**src/core/pdmc_pkg.sv**
```systemverilog
/*
 * Shared constants and types of the power-down mode controller:
 * register byte addresses, field positions, reset values, mode codes,
 * wake source numbering and the stabilisation timing figures.
 * Assumes a 125 MHz reference clock and a 12-bit APB byte address.
 */
package pdmc_pkg;

    // APB address width and data width.
    localparam int APB_AW = 12;
    localparam int APB_DW = 32;

    // Printed index of the power mode register; its byte address is four times it.
    localparam logic [APB_AW-1:0] PMS_IDX = 12'h087;
    localparam logic [APB_AW-1:0] ADDR_PMS = {PMS_IDX[APB_AW-3:0], 2'b00};
    localparam logic [APB_AW-1:0] ADDR_SCC = 12'h300;
    localparam logic [APB_AW-1:0] ADDR_IEN = 12'h304;
    localparam logic [APB_AW-1:0] ADDR_STAB = 12'h308;
    localparam logic [APB_AW-1:0] ADDR_PCFG = 12'h30c;
    localparam logic [APB_AW-1:0] ADDR_STAT = 12'h310;

    // Mode codes of the power mode register and reset values.
    localparam logic [7:0] PMS_RST = 8'h00;
    localparam logic [7:0] CODE_IDLE = 8'h01;
    localparam logic [7:0] CODE_STOP = 8'h03;
    localparam logic [7:0] SCC_RST = 8'h00;
    localparam logic [31:0] IEN_RST = 32'h00000000;
    localparam logic [2:0] PCFG_RST = 3'h0;

    // Field positions.
    localparam int SCC_RC_BIT = 7;
    localparam int IEN_GLOBAL_BIT = 31;
    localparam int PCFG_EVC_BIT = 0;
    localparam int PCFG_SER_EXT_BIT = 1;
    localparam int PCFG_WATCH_SUB_BIT = 2;

    // Wake sources, one request line each.
    localparam int NWAKE = 9;
    localparam int W_EVC0 = 0;
    localparam int W_EVC2 = 1;
    localparam int W_SER = 2;
    localparam int W_EXT = 3;
    localparam int W_UART = 4;
    localparam int W_I2C = 5;
    localparam int W_WATCH = 6;
    localparam int W_WDOG = 7;
    localparam int W_BIT = 8;
    localparam logic [NWAKE-1:0] STOP_BASE_MASK = 9'h07f;
    localparam logic [NWAKE-1:0] STOP_RC_MASK = 9'h180;

    // Stabilisation timing: least wait in microseconds and clock rate in MHz.
    localparam int CLK_MHZ = 125;
    localparam int STAB_MIN_US = 20000;
    localparam int STAB_MIN_CYC = STAB_MIN_US * CLK_MHZ;
    localparam int BIT_DIV_DEF = 256;
    localparam int STAB_W = 16;

    // Controller states.
    typedef enum logic [1:0] {ST_RUN, ST_IDLE, ST_STOP, ST_STAB} pdmc_state_t;

    // Timer ticks that cover a wait of cyc clock cycles, rounded up.
    function automatic logic [STAB_W-1:0] stab_ticks(input int cyc, input int div);
        int t;
        t = (cyc + div - 1) / div;
        return STAB_W'(t);
    endfunction

    // One-hot of the lowest set bit of a wake vector.
    function automatic logic [NWAKE-1:0] first_hit(input logic [NWAKE-1:0] v);
        logic [NWAKE-1:0] r;
        r = '0;
        for (int i = NWAKE - 1; i >= 0; i--) begin
            if (v[i]) begin
                r = '0;
                r[i] = 1'b1;
            end
        end
        return r;
    endfunction

endpackage

```
**src/core/pdmc_stab_timer.sv**
```systemverilog
/*
 * Stabilisation down-counter paced by the interval timer tick.
 * Assumes start, tick and load come from logic on the same clock.
 */
`timescale 1ns/100ps
module pdmc_stab_timer
    import pdmc_pkg::*;
(
    input wire logic clk_i,
    input wire logic rst_i,
    input wire logic start_i,
    input wire logic tick_i,
    input wire logic [STAB_W-1:0] load_i,
    output logic busy_o,
    output logic done_o
);

    logic [STAB_W-1:0] cnt_ff;
    logic [STAB_W-1:0] nxt_cnt;
    logic busy_ff;
    logic nxt_busy;
    logic done_ff;
    logic nxt_done;

    // Loads on start, then counts ticks down and pulses done on the last one.
    always_comb begin
        nxt_cnt = cnt_ff;
        nxt_busy = busy_ff;
        nxt_done = 1'b0;
        if (start_i) begin
            nxt_cnt = load_i;
            nxt_busy = 1'b1;
        end else if (busy_ff && tick_i) begin
            if (cnt_ff <= STAB_W'(1)) begin
                nxt_cnt = '0;
                nxt_busy = 1'b0;
                nxt_done = 1'b1;
            end else begin
                nxt_cnt = cnt_ff - STAB_W'(1);
            end
        end
    end

    // Registers the counter state.
    always_ff @(posedge clk_i) begin
        if (rst_i) begin
            cnt_ff <= '0;
            busy_ff <= 1'b0;
            done_ff <= 1'b0;
        end else begin
            cnt_ff <= nxt_cnt;
            busy_ff <= nxt_busy;
            done_ff <= nxt_done;
        end
    end

    assign busy_o = busy_ff;
    assign done_o = done_ff;

endmodule

```
**src/core/pdmc_ctrl.sv**
```systemverilog
/*
 * Power-down mode controller: APB register file, idle and stop mode
 * sequencing, clock and peripheral run gates, wake qualification and
 * the oscillator stabilisation wait on wake from stop.
 * Assumes wake requests come from logic on REF_CLK_I, and that the APB
 * master keeps a request steady until PREADY is seen.
 */
// Our own choice: the APB slave port.
`timescale 1ns/100ps
module pdmc_ctrl
    import pdmc_pkg::*;
#(
    parameter int STAB_MIN_CYCLES = STAB_MIN_CYC,
    parameter int BIT_DIV = BIT_DIV_DEF
) (
    input wire logic REF_CLK_I,
    input wire logic RST_I,
    input wire logic PSEL_I,
    input wire logic PENABLE_I,
    input wire logic PWRITE_I,
    input wire logic [APB_AW-1:0] PADDR_I,
    input wire logic [APB_DW-1:0] PWDATA_I,
    output logic [APB_DW-1:0] PRDATA_O,
    output logic PREADY_O,
    output logic PSLVERR_O,
    input wire logic [NWAKE-1:0] WAKE_REQ_I,
    output logic CPU_RUN_O,
    output logic MAIN_OSC_EN_O,
    output logic SYS_CLK_EN_O,
    output logic PERIPH_CLK_EN_O,
    output logic RC_OSC_EN_O,
    output logic BIT_RUN_O,
    output logic WDOG_RUN_O,
    output logic WATCH_RUN_O,
    output logic TIMER_RUN_O,
    output logic SERIAL_RUN_O,
    output logic [NWAKE-1:0] IRQ_GRANT_O
);

    localparam logic [STAB_W-1:0] STAB_RST = stab_ticks(STAB_MIN_CYCLES, BIT_DIV);
    localparam logic [15:0] DIV_LAST = 16'(BIT_DIV - 1);

    pdmc_state_t state_ff;
    pdmc_state_t nxt_state;
    logic [7:0] pms_ff;
    logic [7:0] nxt_pms;
    logic [7:0] scc_ff;
    logic [7:0] nxt_scc;
    logic [31:0] ien_ff;
    logic [31:0] nxt_ien;
    logic [STAB_W-1:0] stab_ff;
    logic [STAB_W-1:0] nxt_stab;
    logic [2:0] pcfg_ff;
    logic [2:0] nxt_pcfg;
    logic rc_keep_ff;
    logic nxt_rc_keep;
    logic [NWAKE-1:0] pend_ff;
    logic [NWAKE-1:0] nxt_pend;
    logic [NWAKE-1:0] grant_ff;
    logic [NWAKE-1:0] nxt_grant;
    logic [APB_DW-1:0] rdata_ff;
    logic [APB_DW-1:0] nxt_rdata;
    logic slverr_ff;
    logic nxt_slverr;
    logic [15:0] div_ff;
    logic [15:0] nxt_div;
    logic bit_tick;
    logic apb_wr;
    logic reg_wr;
    logic apb_setup;
    logic pms_wr;
    logic addr_ok;
    logic stop_like;
    logic [NWAKE-1:0] allowed;
    logic [NWAKE-1:0] hit_vec;
    logic wake_hit;
    logic stab_start;
    logic stab_done;
    logic stab_busy;

    // APB strobes; the slave has no wait states.
    assign apb_setup = PSEL_I && !PENABLE_I;
    assign apb_wr = PSEL_I && PENABLE_I && PWRITE_I;
    // Control registers refuse writes while stopped so their contents survive the sleep.
    assign reg_wr = apb_wr && !stop_like;
    assign pms_wr = apb_wr && (PADDR_I == ADDR_PMS);
    assign addr_ok = (PADDR_I == ADDR_PMS) || (PADDR_I == ADDR_SCC) || (PADDR_I == ADDR_IEN)
        || (PADDR_I == ADDR_STAB) || (PADDR_I == ADDR_PCFG) || (PADDR_I == ADDR_STAT);

    // Wake sources that each mode may accept.
    always_comb begin
        allowed = '1;
        if (state_ff == ST_STOP) begin
            allowed = STOP_BASE_MASK;
            allowed[W_SER] = pcfg_ff[PCFG_SER_EXT_BIT];
            allowed[W_WATCH] = pcfg_ff[PCFG_WATCH_SUB_BIT];
            if (rc_keep_ff) begin
                allowed = allowed | STOP_RC_MASK;
            end
        end
    end

    // Only individually enabled requests under the global enable wake the device.
    assign hit_vec = WAKE_REQ_I & ien_ff[NWAKE-1:0] & allowed;
    assign wake_hit = ien_ff[IEN_GLOBAL_BIT] && (|hit_vec);

    // Mode sequencing; the register file holds in stop and the stabilisation wait, except the mode register clear on wake from stop.
    always_comb begin
        nxt_state = state_ff;
        nxt_rc_keep = rc_keep_ff;
        nxt_pend = pend_ff;
        nxt_grant = '0;
        stab_start = 1'b0;
        unique case (state_ff)
            ST_RUN: begin
                if (pms_wr && PWDATA_I[7:0] == CODE_IDLE) begin
                    nxt_state = ST_IDLE;
                end else if (pms_wr && PWDATA_I[7:0] == CODE_STOP) begin
                    nxt_state = ST_STOP;
                    nxt_rc_keep = scc_ff[SCC_RC_BIT];
                end
            end
            ST_IDLE: begin
                if (wake_hit) begin
                    nxt_state = ST_RUN;
                    nxt_grant = first_hit(hit_vec);
                end
            end
            ST_STOP: begin
                if (wake_hit) begin
                    nxt_state = ST_STAB;
                    nxt_pend = first_hit(hit_vec);
                    stab_start = 1'b1;
                end
            end
            ST_STAB: begin
                if (stab_done) begin
                    nxt_state = ST_RUN;
                    nxt_grant = pend_ff;
                    nxt_pend = '0;
                end
            end
        endcase
    end

    // Register writes, the automatic clear of the mode register and read data.
    always_comb begin
        nxt_pms = pms_ff;
        nxt_scc = scc_ff;
        nxt_ien = ien_ff;
        nxt_stab = stab_ff;
        nxt_pcfg = pcfg_ff;
        nxt_rdata = rdata_ff;
        nxt_slverr = 1'b0;
        if (pms_wr && state_ff == ST_RUN) begin
            nxt_pms = PWDATA_I[7:0];
        end
        if ((state_ff == ST_STOP || state_ff == ST_IDLE) && wake_hit) begin
            nxt_pms = PMS_RST;
        end
        if (reg_wr && PADDR_I == ADDR_SCC) begin
            nxt_scc = PWDATA_I[7:0];
        end
        if (reg_wr && PADDR_I == ADDR_IEN) begin
            nxt_ien = PWDATA_I;
        end
        if (reg_wr && PADDR_I == ADDR_STAB) begin
            nxt_stab = PWDATA_I[STAB_W-1:0];
        end
        if (reg_wr && PADDR_I == ADDR_PCFG) begin
            nxt_pcfg = PWDATA_I[2:0];
        end
        if (apb_setup) begin
            nxt_slverr = !addr_ok;
            nxt_rdata = '0;
            if (PADDR_I == ADDR_PMS) begin
                nxt_rdata = {24'h000000, pms_ff};
            end else if (PADDR_I == ADDR_SCC) begin
                nxt_rdata = {24'h000000, scc_ff};
            end else if (PADDR_I == ADDR_IEN) begin
                nxt_rdata = ien_ff;
            end else if (PADDR_I == ADDR_STAB) begin
                nxt_rdata = {16'h0000, stab_ff};
            end else if (PADDR_I == ADDR_PCFG) begin
                nxt_rdata = {29'h00000000, pcfg_ff};
            end else if (PADDR_I == ADDR_STAT) begin
                nxt_rdata = {16'h0000, 3'h0, stab_busy, pend_ff, rc_keep_ff, state_ff};
            end
        end
    end

    // Interval timer prescaler; it stops only in the RC-off stop variant.
    always_comb begin
        nxt_div = div_ff;
        bit_tick = 1'b0;
        if (BIT_RUN_O) begin
            if (div_ff >= DIV_LAST) begin
                nxt_div = '0;
                bit_tick = 1'b1;
            end else begin
                nxt_div = div_ff + 16'h0001;
            end
        end
    end

    // All state registers; a synchronous reset restores every reset value.
    always_ff @(posedge REF_CLK_I) begin
        if (RST_I) begin
            state_ff <= ST_RUN;
            pms_ff <= PMS_RST;
            scc_ff <= SCC_RST;
            ien_ff <= IEN_RST;
            stab_ff <= STAB_RST;
            pcfg_ff <= PCFG_RST;
            rc_keep_ff <= 1'b0;
            pend_ff <= '0;
            grant_ff <= '0;
            rdata_ff <= '0;
            slverr_ff <= 1'b0;
            div_ff <= '0;
        end else begin
            state_ff <= nxt_state;
            pms_ff <= nxt_pms;
            scc_ff <= nxt_scc;
            ien_ff <= nxt_ien;
            stab_ff <= nxt_stab;
            pcfg_ff <= nxt_pcfg;
            rc_keep_ff <= nxt_rc_keep;
            pend_ff <= nxt_pend;
            grant_ff <= nxt_grant;
            rdata_ff <= nxt_rdata;
            slverr_ff <= nxt_slverr;
            div_ff <= nxt_div;
        end
    end

    // Stabilisation wait counted in interval timer ticks.
    pdmc_stab_timer u_stab (
        .clk_i(REF_CLK_I),
        .rst_i(RST_I),
        .start_i(stab_start),
        .tick_i(bit_tick),
        .load_i(stab_ff),
        .busy_o(stab_busy),
        .done_o(stab_done)
    );

    // Clock and peripheral gates decoded from the mode.
    assign stop_like = (state_ff == ST_STOP) || (state_ff == ST_STAB);
    assign CPU_RUN_O = (state_ff == ST_RUN);
    assign MAIN_OSC_EN_O = (state_ff != ST_STOP);
    assign SYS_CLK_EN_O = !stop_like;
    assign PERIPH_CLK_EN_O = !stop_like;
    assign RC_OSC_EN_O = !(state_ff == ST_STOP && !rc_keep_ff);
    assign BIT_RUN_O = !(state_ff == ST_STOP && !rc_keep_ff);
    assign WDOG_RUN_O = !(state_ff == ST_STOP && !rc_keep_ff);
    assign WATCH_RUN_O = !stop_like || pcfg_ff[PCFG_WATCH_SUB_BIT];
    assign TIMER_RUN_O = !stop_like || pcfg_ff[PCFG_EVC_BIT];
    assign SERIAL_RUN_O = !stop_like || pcfg_ff[PCFG_SER_EXT_BIT];
    assign IRQ_GRANT_O = grant_ff;
    assign PRDATA_O = rdata_ff;
    assign PREADY_O = 1'b1;
    assign PSLVERR_O = slverr_ff && PSEL_I && PENABLE_I;
endmodule

```
**config.mk**
```make
export PLATFORM = sky130hd
export DESIGN_NAME = pdmc_ctrl
export DESIGN_NICKNAME = d
export VERILOG_FILES = /design/src/core/pdmc_pkg.sv /design/src/core/pdmc_stab_timer.sv /design/src/core/pdmc_ctrl.sv
export SDC_FILE = /design/constraint.sdc
export NUM_CORES = 1
export LEC_CHECK = 0
export BUFFER_PORTS_ARGS = -buffer_cell sky130_fd_sc_hd__buf_4
export CORE_AREA = 2 2 112 136
export CTS_CLUSTER_SIZE = 20
export DETAILED_ROUTE_END_ITERATION = 12
export DIE_AREA = 0 0 114 138
export PLACE_DENSITY = 0.71
export SETUP_SLACK_MARGIN = 0.15
export SLEW_MARGIN = 20
export SYNTH_ARGS = -nofsm -noshare
export SYNTH_HDL_FRONTEND = slang
export SYNTH_HIERARCHICAL = 1
export SYNTH_SLANG_ARGS = --single-unit
```
**constraint.sdc**
```tcl
create_clock -name REF_CLK_I -period 4.9 [get_ports REF_CLK_I]
set_input_delay 0.98 -clock REF_CLK_I [delete_from_list [all_inputs] [get_ports REF_CLK_I]]
set_output_delay 0.98 -clock REF_CLK_I [all_outputs]
set_load 0.02 [all_outputs]
```
# ---- Word-level counts from Yosys, hierarchy flattened
# Index checks and enable logic that the tools add are counted.
dict set report classes {
  bitwise_logic 5
  n_reduce_logical 45
  muxes 41
  n_addsub 2
  order_cmp 2
  n_eq_ne 16
}
# operator count
set ops {}
lappend ops {{$mux 9} 15}
lappend ops {{$mux 32} 3}
lappend ops {{$mux 16} 5}
lappend ops {{$eq 12x10->1 const B} 6}
lappend ops {{$pmux 9 s2} 2}
lappend ops {{$mux 13} 2}
lappend ops {{$and 9x9->9} 2}
lappend ops {{$logic_and 1x1->1} 18}
lappend ops {{$add 16x1->16 const B} 1}
lappend ops {{$ge 16x8->1 const B} 1}
lappend ops {{$le 16x1->1 const B} 1}
lappend ops {{$sub 16x1->16 const B} 1}
lappend ops {{$logic_or 1x1->1} 10}
lappend ops {{$mux 2} 5}
lappend ops {{$reduce_or 9->1} 1}
lappend ops {{$eq 8x1->1 const B} 1}
lappend ops {{$eq 8x2->1 const B} 1}
lappend ops {{$mux 1} 8}
lappend ops {{$pmux 2 s4} 1}
lappend ops {{$ne 2x2->1 const B} 3}
lappend ops {{$reduce_and 3->1} 2}
lappend ops {{$reduce_bool 2->1} 3}
lappend ops {{$logic_not 1->1} 5}
lappend ops {{$eq 2x2->1 const B} 2}
lappend ops {{other kinds (9)} 12}
dict set report totals {
  elab_cells 126
  inputBits 58
  output_inout_bits 53
  regBits 155
}

# ---- Logic depth before layout (Yosys ltp)
dict set report logic_depth {
  depth_word 14
  depth_mapped 14
  mapped_depth_nobuf 11
}

# ---- Modules after synthesis
# The synthesis kept the hierarchy.
# mod seq_area_each_um2 cells_each area_per_inst_um2 n_inst
set by_module_without_submodules {}
lappend by_module_without_submodules {pdmc_ctrl 2742.6 710 6023.3 1}
lappend by_module_without_submodules {pdmc_stab_timer 360.3 122 1034.7 1}

# ---- Least setup slack after synthesis
# Ideal clock, no wire load.
dict set report synth_path {
  path_kind {input-to-reg}
  start {input WAKE_REQ_I[3]}
  end {register u_stab.cnt_ff[8]}
  n_path_buf 1
  setup_ps 128
  arrival_time_ps 3043
  path_slack_ps 1730
  cell_stages 10
  t_required_ps 4772
  path_cell_list {a222oi_1 > o21ai_1 > o31a_2 > and2_1 > clkbuf_1 > a21oi_1 > nor3_1 > xor2_1 > a22oi_1 > nor2_1}
}
dict set report synth_via {
  elab_chain_cells 7
  elab_cells_between_ends 8
  cone_classes {mux (3); bitwise (2); reduce/logical (3)}
}
# element line_no
set synth_rtl {}
lappend synth_rtl {{start: declaration} pdmc_ctrl.sv:26} ;# input wire logic [NWAKE-1:0] WAKE_REQ_I,
lappend synth_rtl {{$and 9x9->9 (*) (2 in series)} pdmc_ctrl.sv:104} ;# assign hit_vec = WAKE_REQ_I & ien_ff[NWAKE-1:0] & allowed;
lappend synth_rtl {{$reduce_or 9->1 (*)} pdmc_ctrl.sv:105} ;# assign wake_hit = ien_ff[IEN_GLOBAL_BIT] && (|hit_vec);
lappend synth_rtl {{$logic_and 1x1->1 (*)} pdmc_ctrl.sv:105}
lappend synth_rtl {{$mux 1 (*)} pdmc_ctrl.sv:130} ;# if (wake_hit) begin
lappend synth_rtl {{$mux 1 (*)} pdmc_ctrl.sv:114} ;# unique case (state_ff)
lappend synth_rtl {{via stab_start} pdmc_ctrl.sv:77} ;# logic stab_start;
lappend synth_rtl {{$mux 16 / $reduce_bool 2->1 (equally long branches)} n/a}
lappend synth_rtl {{end signal: assignment} pdmc_stab_timer.sv:51} ;# cnt_ff <= nxt_cnt;
lappend synth_rtl {{end: declaration} pdmc_stab_timer.sv:18} ;# logic [STAB_W-1:0] cnt_ff;
# Mark *: on every way through the listed nets, which the timed path passes. The rest lies on a longest branch.
# A chain may end at the register's enable or synchronous reset.

# ---- Final worst setup path
dict set report layout_path {
  start {register state_ff[1]}
  end {register u_stab.cnt_ff[8]}
}
dict set report layout_via {
  elab_chain_cells 8
  elab_cells_between_ends 12
  cone_classes {eq/ne (1); mux (5); bitwise (1); reduce/logical (5)}
}
# element line_no
set layout_rtl {}
lappend layout_rtl {{start: declaration} pdmc_ctrl.sv:43} ;# pdmc_state_t state_ff;
lappend layout_rtl {{start signal: assignment} pdmc_ctrl.sv:222} ;# state_ff <= nxt_state;
lappend layout_rtl {{$eq 2x2->1 (*)} {pdmc_ctrl.sv:93, pdmc_ctrl.sv:114}}
lappend layout_rtl {{$mux 9} pdmc_ctrl.sv:93} ;# if (state_ff == ST_STOP) begin
lappend layout_rtl {{$and 9x9->9} pdmc_ctrl.sv:104}
lappend layout_rtl {{$reduce_or 9->1} pdmc_ctrl.sv:105}
lappend layout_rtl {{$logic_and 1x1->1} pdmc_ctrl.sv:105}
lappend layout_rtl {{$mux 1} pdmc_ctrl.sv:130}
lappend layout_rtl {{$mux 1 (*)} pdmc_ctrl.sv:114}
lappend layout_rtl {{via stab_start} pdmc_ctrl.sv:77}
lappend layout_rtl {{$mux 16 / $reduce_bool 2->1 (equally long branches)} n/a}
# Marked as above.

==> flow_metrics.tcl <==
set metrics [dict create \
    max-slew-margin-rel_pct 28.7 \
    cp_slowest_stage_delay_ns 0.51 \
    reg2reg_to "u_stab/cnt_ff[8]$_SDFFE_PP0P_" \
    route.met2.wl_mm 9.54 \
    synth_cell_types 73 \
    cts.reportedPaths.clkPinSlew_ns 0.07 \
    synth_compound_area_share_pct 20.1 \
    cts.sink_count 155 \
    synthCells 832 \
    tightestPinTransition_ns 1.06 \
    synth_warnings 6 \
    swShare_pct 26.1 \
    synthesis.area_um2 7060 \
    start_util_pct 48.4 \
    die_h_um 138 \
    post-place-ws_ns 1.30 \
    io_buffers 109 \
    max_freq_ghz 0.287 \
    post-cts-setup-buffers 0 \
    core_um2 14600 \
    drc 0 \
    ios 111 \
    synthArstFlopShare_pct 0 \
    multi_input_comb_area_um2 3640 \
    htreeDepth 4 \
    hold_ws_ns 0.449 \
    dpl.cell_count 1073 \
    num_rows 49 \
    synthFlopType "dfxtp_1" \
    r2r_cells 11 \
    gp_congestion 0.945 \
    fillers 1354 \
    dp_hpwl_mm 14.0 \
    ff_latch_area_um2 3100 \
    stdcell_count 1105 \
    crit_fanout 25 \
    dieArea_um2 15700 \
    post_drt_wl_per_cell_um 18.0 \
    synth_top_family_by_area "simple AND/OR/NAND/NOR gates" \
    ant_nets 0 \
    ctsResizeCount 0 \
    skew_ns 0.00689 \
    layout-drive-gt1-share_pct 18.7 \
    clkPwrFrac_pct 44.9 \
    diodes 0 \
    holdBufCountCts 0 \
    whs_endpoint "ien_ff[21]$_SDFFE_PP0P_" \
    crit_buf_inv 1 \
    mostFrequentLayoutCell "dfxtp_1" \
    hold_start "ien_ff[21]$_SDFFE_PP0P_" \
    fin_tns_setup_ns 0 \
    whs_path_depth 2 \
    vias_per_cell 5.92 \
    dr.max_layer_used "met4" \
    p_leak_nw 3.25 \
    fin_crit_sh_pct 71.1 \
    grt_usage_pct 25.8 \
    critPathTopFamily "compound AO/OA/AOI/OAI gates" \
    outcome "finished clean" \
    crit_path_start_kind "flop" \
    syn_avg_cell_area_um2 8.48 \
    antenna_found_initial 0 \
    yosys.area_share.adder_pct 1.24 \
    r2r-start "state_ff[1]$_SDFFE_PP0P_" \
    cts_tree "built" \
    power_switching_w 0.000740 \
    synthSimpleGateAreaFrac_pct 25.3 \
    crit_type "flop to flop" \
    dr_wl_met3_mm 1.37 \
    ctsRootBufferMaster "clkbuf_16" \
    clk_latency_ns 0.43 \
    synth_edf_count 0 \
    finalWirelength_mm 19.9 \
    final-hold-violation-count 0 \
    utilization_pct 58.0 \
    worstPathCellList "ha_1 > nor2b_1 > a21oi_1 > o31a_2 > and2_1 > buf_4 > a21oi_1 > nor3_1 > xor2_1 > a22oi_1 > nor2_1" \
    cp.required_ns 5.18 \
    layout_common_cells "dfxtp_1 (155), nand2_1 (146), buf_4 (117)" \
    drv_cap 0 \
    synthXorXnorAreaFrac_pct 2.23 \
    fin_ws_ns 1.42 \
    final_nets 979 \
    crit_arrival_ns 3.77 \
    setup_viol 0 \
    cp-end-kind "flop" \
    ys_ff_latch 155 \
    grt_max_degree 84 \
    power.density_nw_per_um2 335 \
    rrSetupSlack_ns 1.42 \
    internal_power_w 0.00209 \
    p_seq_share_pct 45.6 \
    drt_iter0_drc 586 \
    crit_top_cell "a21oi_1" \
    yosys-mux-area-fraction_pct 2.71 \
    dr.pass1.iters 5 \
    peakVddDrop_mv 0.230 \
    clockBufferDepth 2 \
    grt_overflow 0 \
    min_path_type "flop to flop" \
    cp_slowest_cell "nor2b_1" \
    grt_pass1_vias 6114 \
    grt_pass1_wl_mm 32.3 \
    seq_area_frac_synth_pct 44.0 \
    rsz0062_at_grt "no" \
    syn_to_final_growth_pct 20.0 \
    cts_buffers 17 \
    period_minus_slack_ns 3.48 \
    syn_nets 897 \
    power_frac_comb_pct 9.5 \
    vias 6539 \
    drv_slew 0 \
    met1_length_mm 8.51 \
    chipWidth_um 114 \
]
[metrics by stage]
step                      cell area, µm²  total power [W]
after detailed placement            7910          0.00159
after global placement              7910          0.00159
final                               8470          0.00283
after global routing                8470          0.00293
after CTS                           8470          0.00285
after floorplan                     7060          0.00148
[state kept, by name, indices dropped and copies added, names as in the netlist, 2 cells and up]
register and count:
PRDATA_O 32, IRQ_GRANT_O 9, state_ff 2, pend_ff 9
scc_ff 8, div_ff 16, pms_ff 8, u_stab/cnt_ff 16
stab_ff 16, pcfg_ff 3, ien_ff 32
[how the worst max path moves through the flow]
stage | from | cells after the start | endpoint
after global placement | WAKE_REQ_I[3] | 11 | u_stab/cnt_ff[8]$_SDFFE_PP0P_
final | state_ff[1]$_SDFFE_PP0P_ | 11 | u_stab/cnt_ff[8]$_SDFFE_PP0P_
after CTS | state_ff[1]$_SDFFE_PP0P_ | 11 | u_stab/cnt_ff[8]$_SDFFE_PP0P_
after floorplan | WAKE_REQ_I[3] | 10 | u_stab/cnt_ff[8]$_SDFFE_PP0P_
after global routing | state_ff[1]$_SDFFE_PP0P_ | 11 | u_stab/cnt_ff[8]$_SDFFE_PP0P_
after detailed placement | WAKE_REQ_I[3] | 11 | u_stab/cnt_ff[8]$_SDFFE_PP0P_
[worst min-delay path: cells and delay by family, from the launching register on]
kind | cells | cell delay (ns)
AOI/OAI and AO/OA | 1 | 0.05
and+or+nand+nor | 1 | 0.05
DFF | 1 | 0.31
[cell families after synthesis]
family / Yosys count
mux: 19
simple gates: 351
other cells: 1
xor+xnor: 18
compound gates: 212
buf+inv: 69
fa+ha+maj: 7
flops: 155
[synth_stat cells, types with 6 or more instances]
cell type  count  area share, %
ha_1           7            1.2
a22o_1        14            1.7
nand4_1        8           0.71
a21oi_1       78            5.5
nand3_1       29            2.1
and3_1        20            1.8
mux2i_1       18            2.6
a31oi_1       10           0.89
o22ai_1       12            1.1
buf_2          8           0.57
dfxtp_1      155             44
xnor2_1       10            1.2
o21ai_0       13           0.92
nand2_1      146            7.8
xor2_1         8           0.99
nor2b_1       12            1.1
clkbuf_1      33            1.8
inv_1         14           0.74
a221oi_1       9            1.1
nor3_1        10           0.71
nor2_1        73            3.9
a2bb2oi_1      8           0.99
nor4_1         6           0.53
a22oi_1       32            3.4
[area by class of cell]
cell class                 count  share of cell area (%)
multi-input combinational    608                    43.0
sequential                   155                    36.6
timing repair buffer         117                    10.4
clock buffer                  19                    5.11
tap                          178                    2.63
clock inverter                13                    1.55
inverter                      15                   0.665
[power by group through the flow]
stage | logic, W | clock network [W] | registers (W)
3_3_place_gp | 0.000267 | 0 | 0.00132
5_1_grt | 0.000294 | 0.00134 | 0.00129
2_1_floorplan | 0.000162 | 0 | 0.00132
4_1_cts | 0.000270 | 0.00129 | 0.00129
6_report | 0.000270 | 0.00127 | 0.00129
3_5_place_dp | 0.000268 | 0 | 0.00132
[routing by layer]
metal | vias up | global-route usage [%]
met3 | 36 | 4.91
li1 | 3141 | -
met5 | - | 0
met2 | 245 | 42.3
met4 | 0 | 9.11
met1 | 3117 | 33.8
No activity file was read; power rests on OpenSTA's default activity.
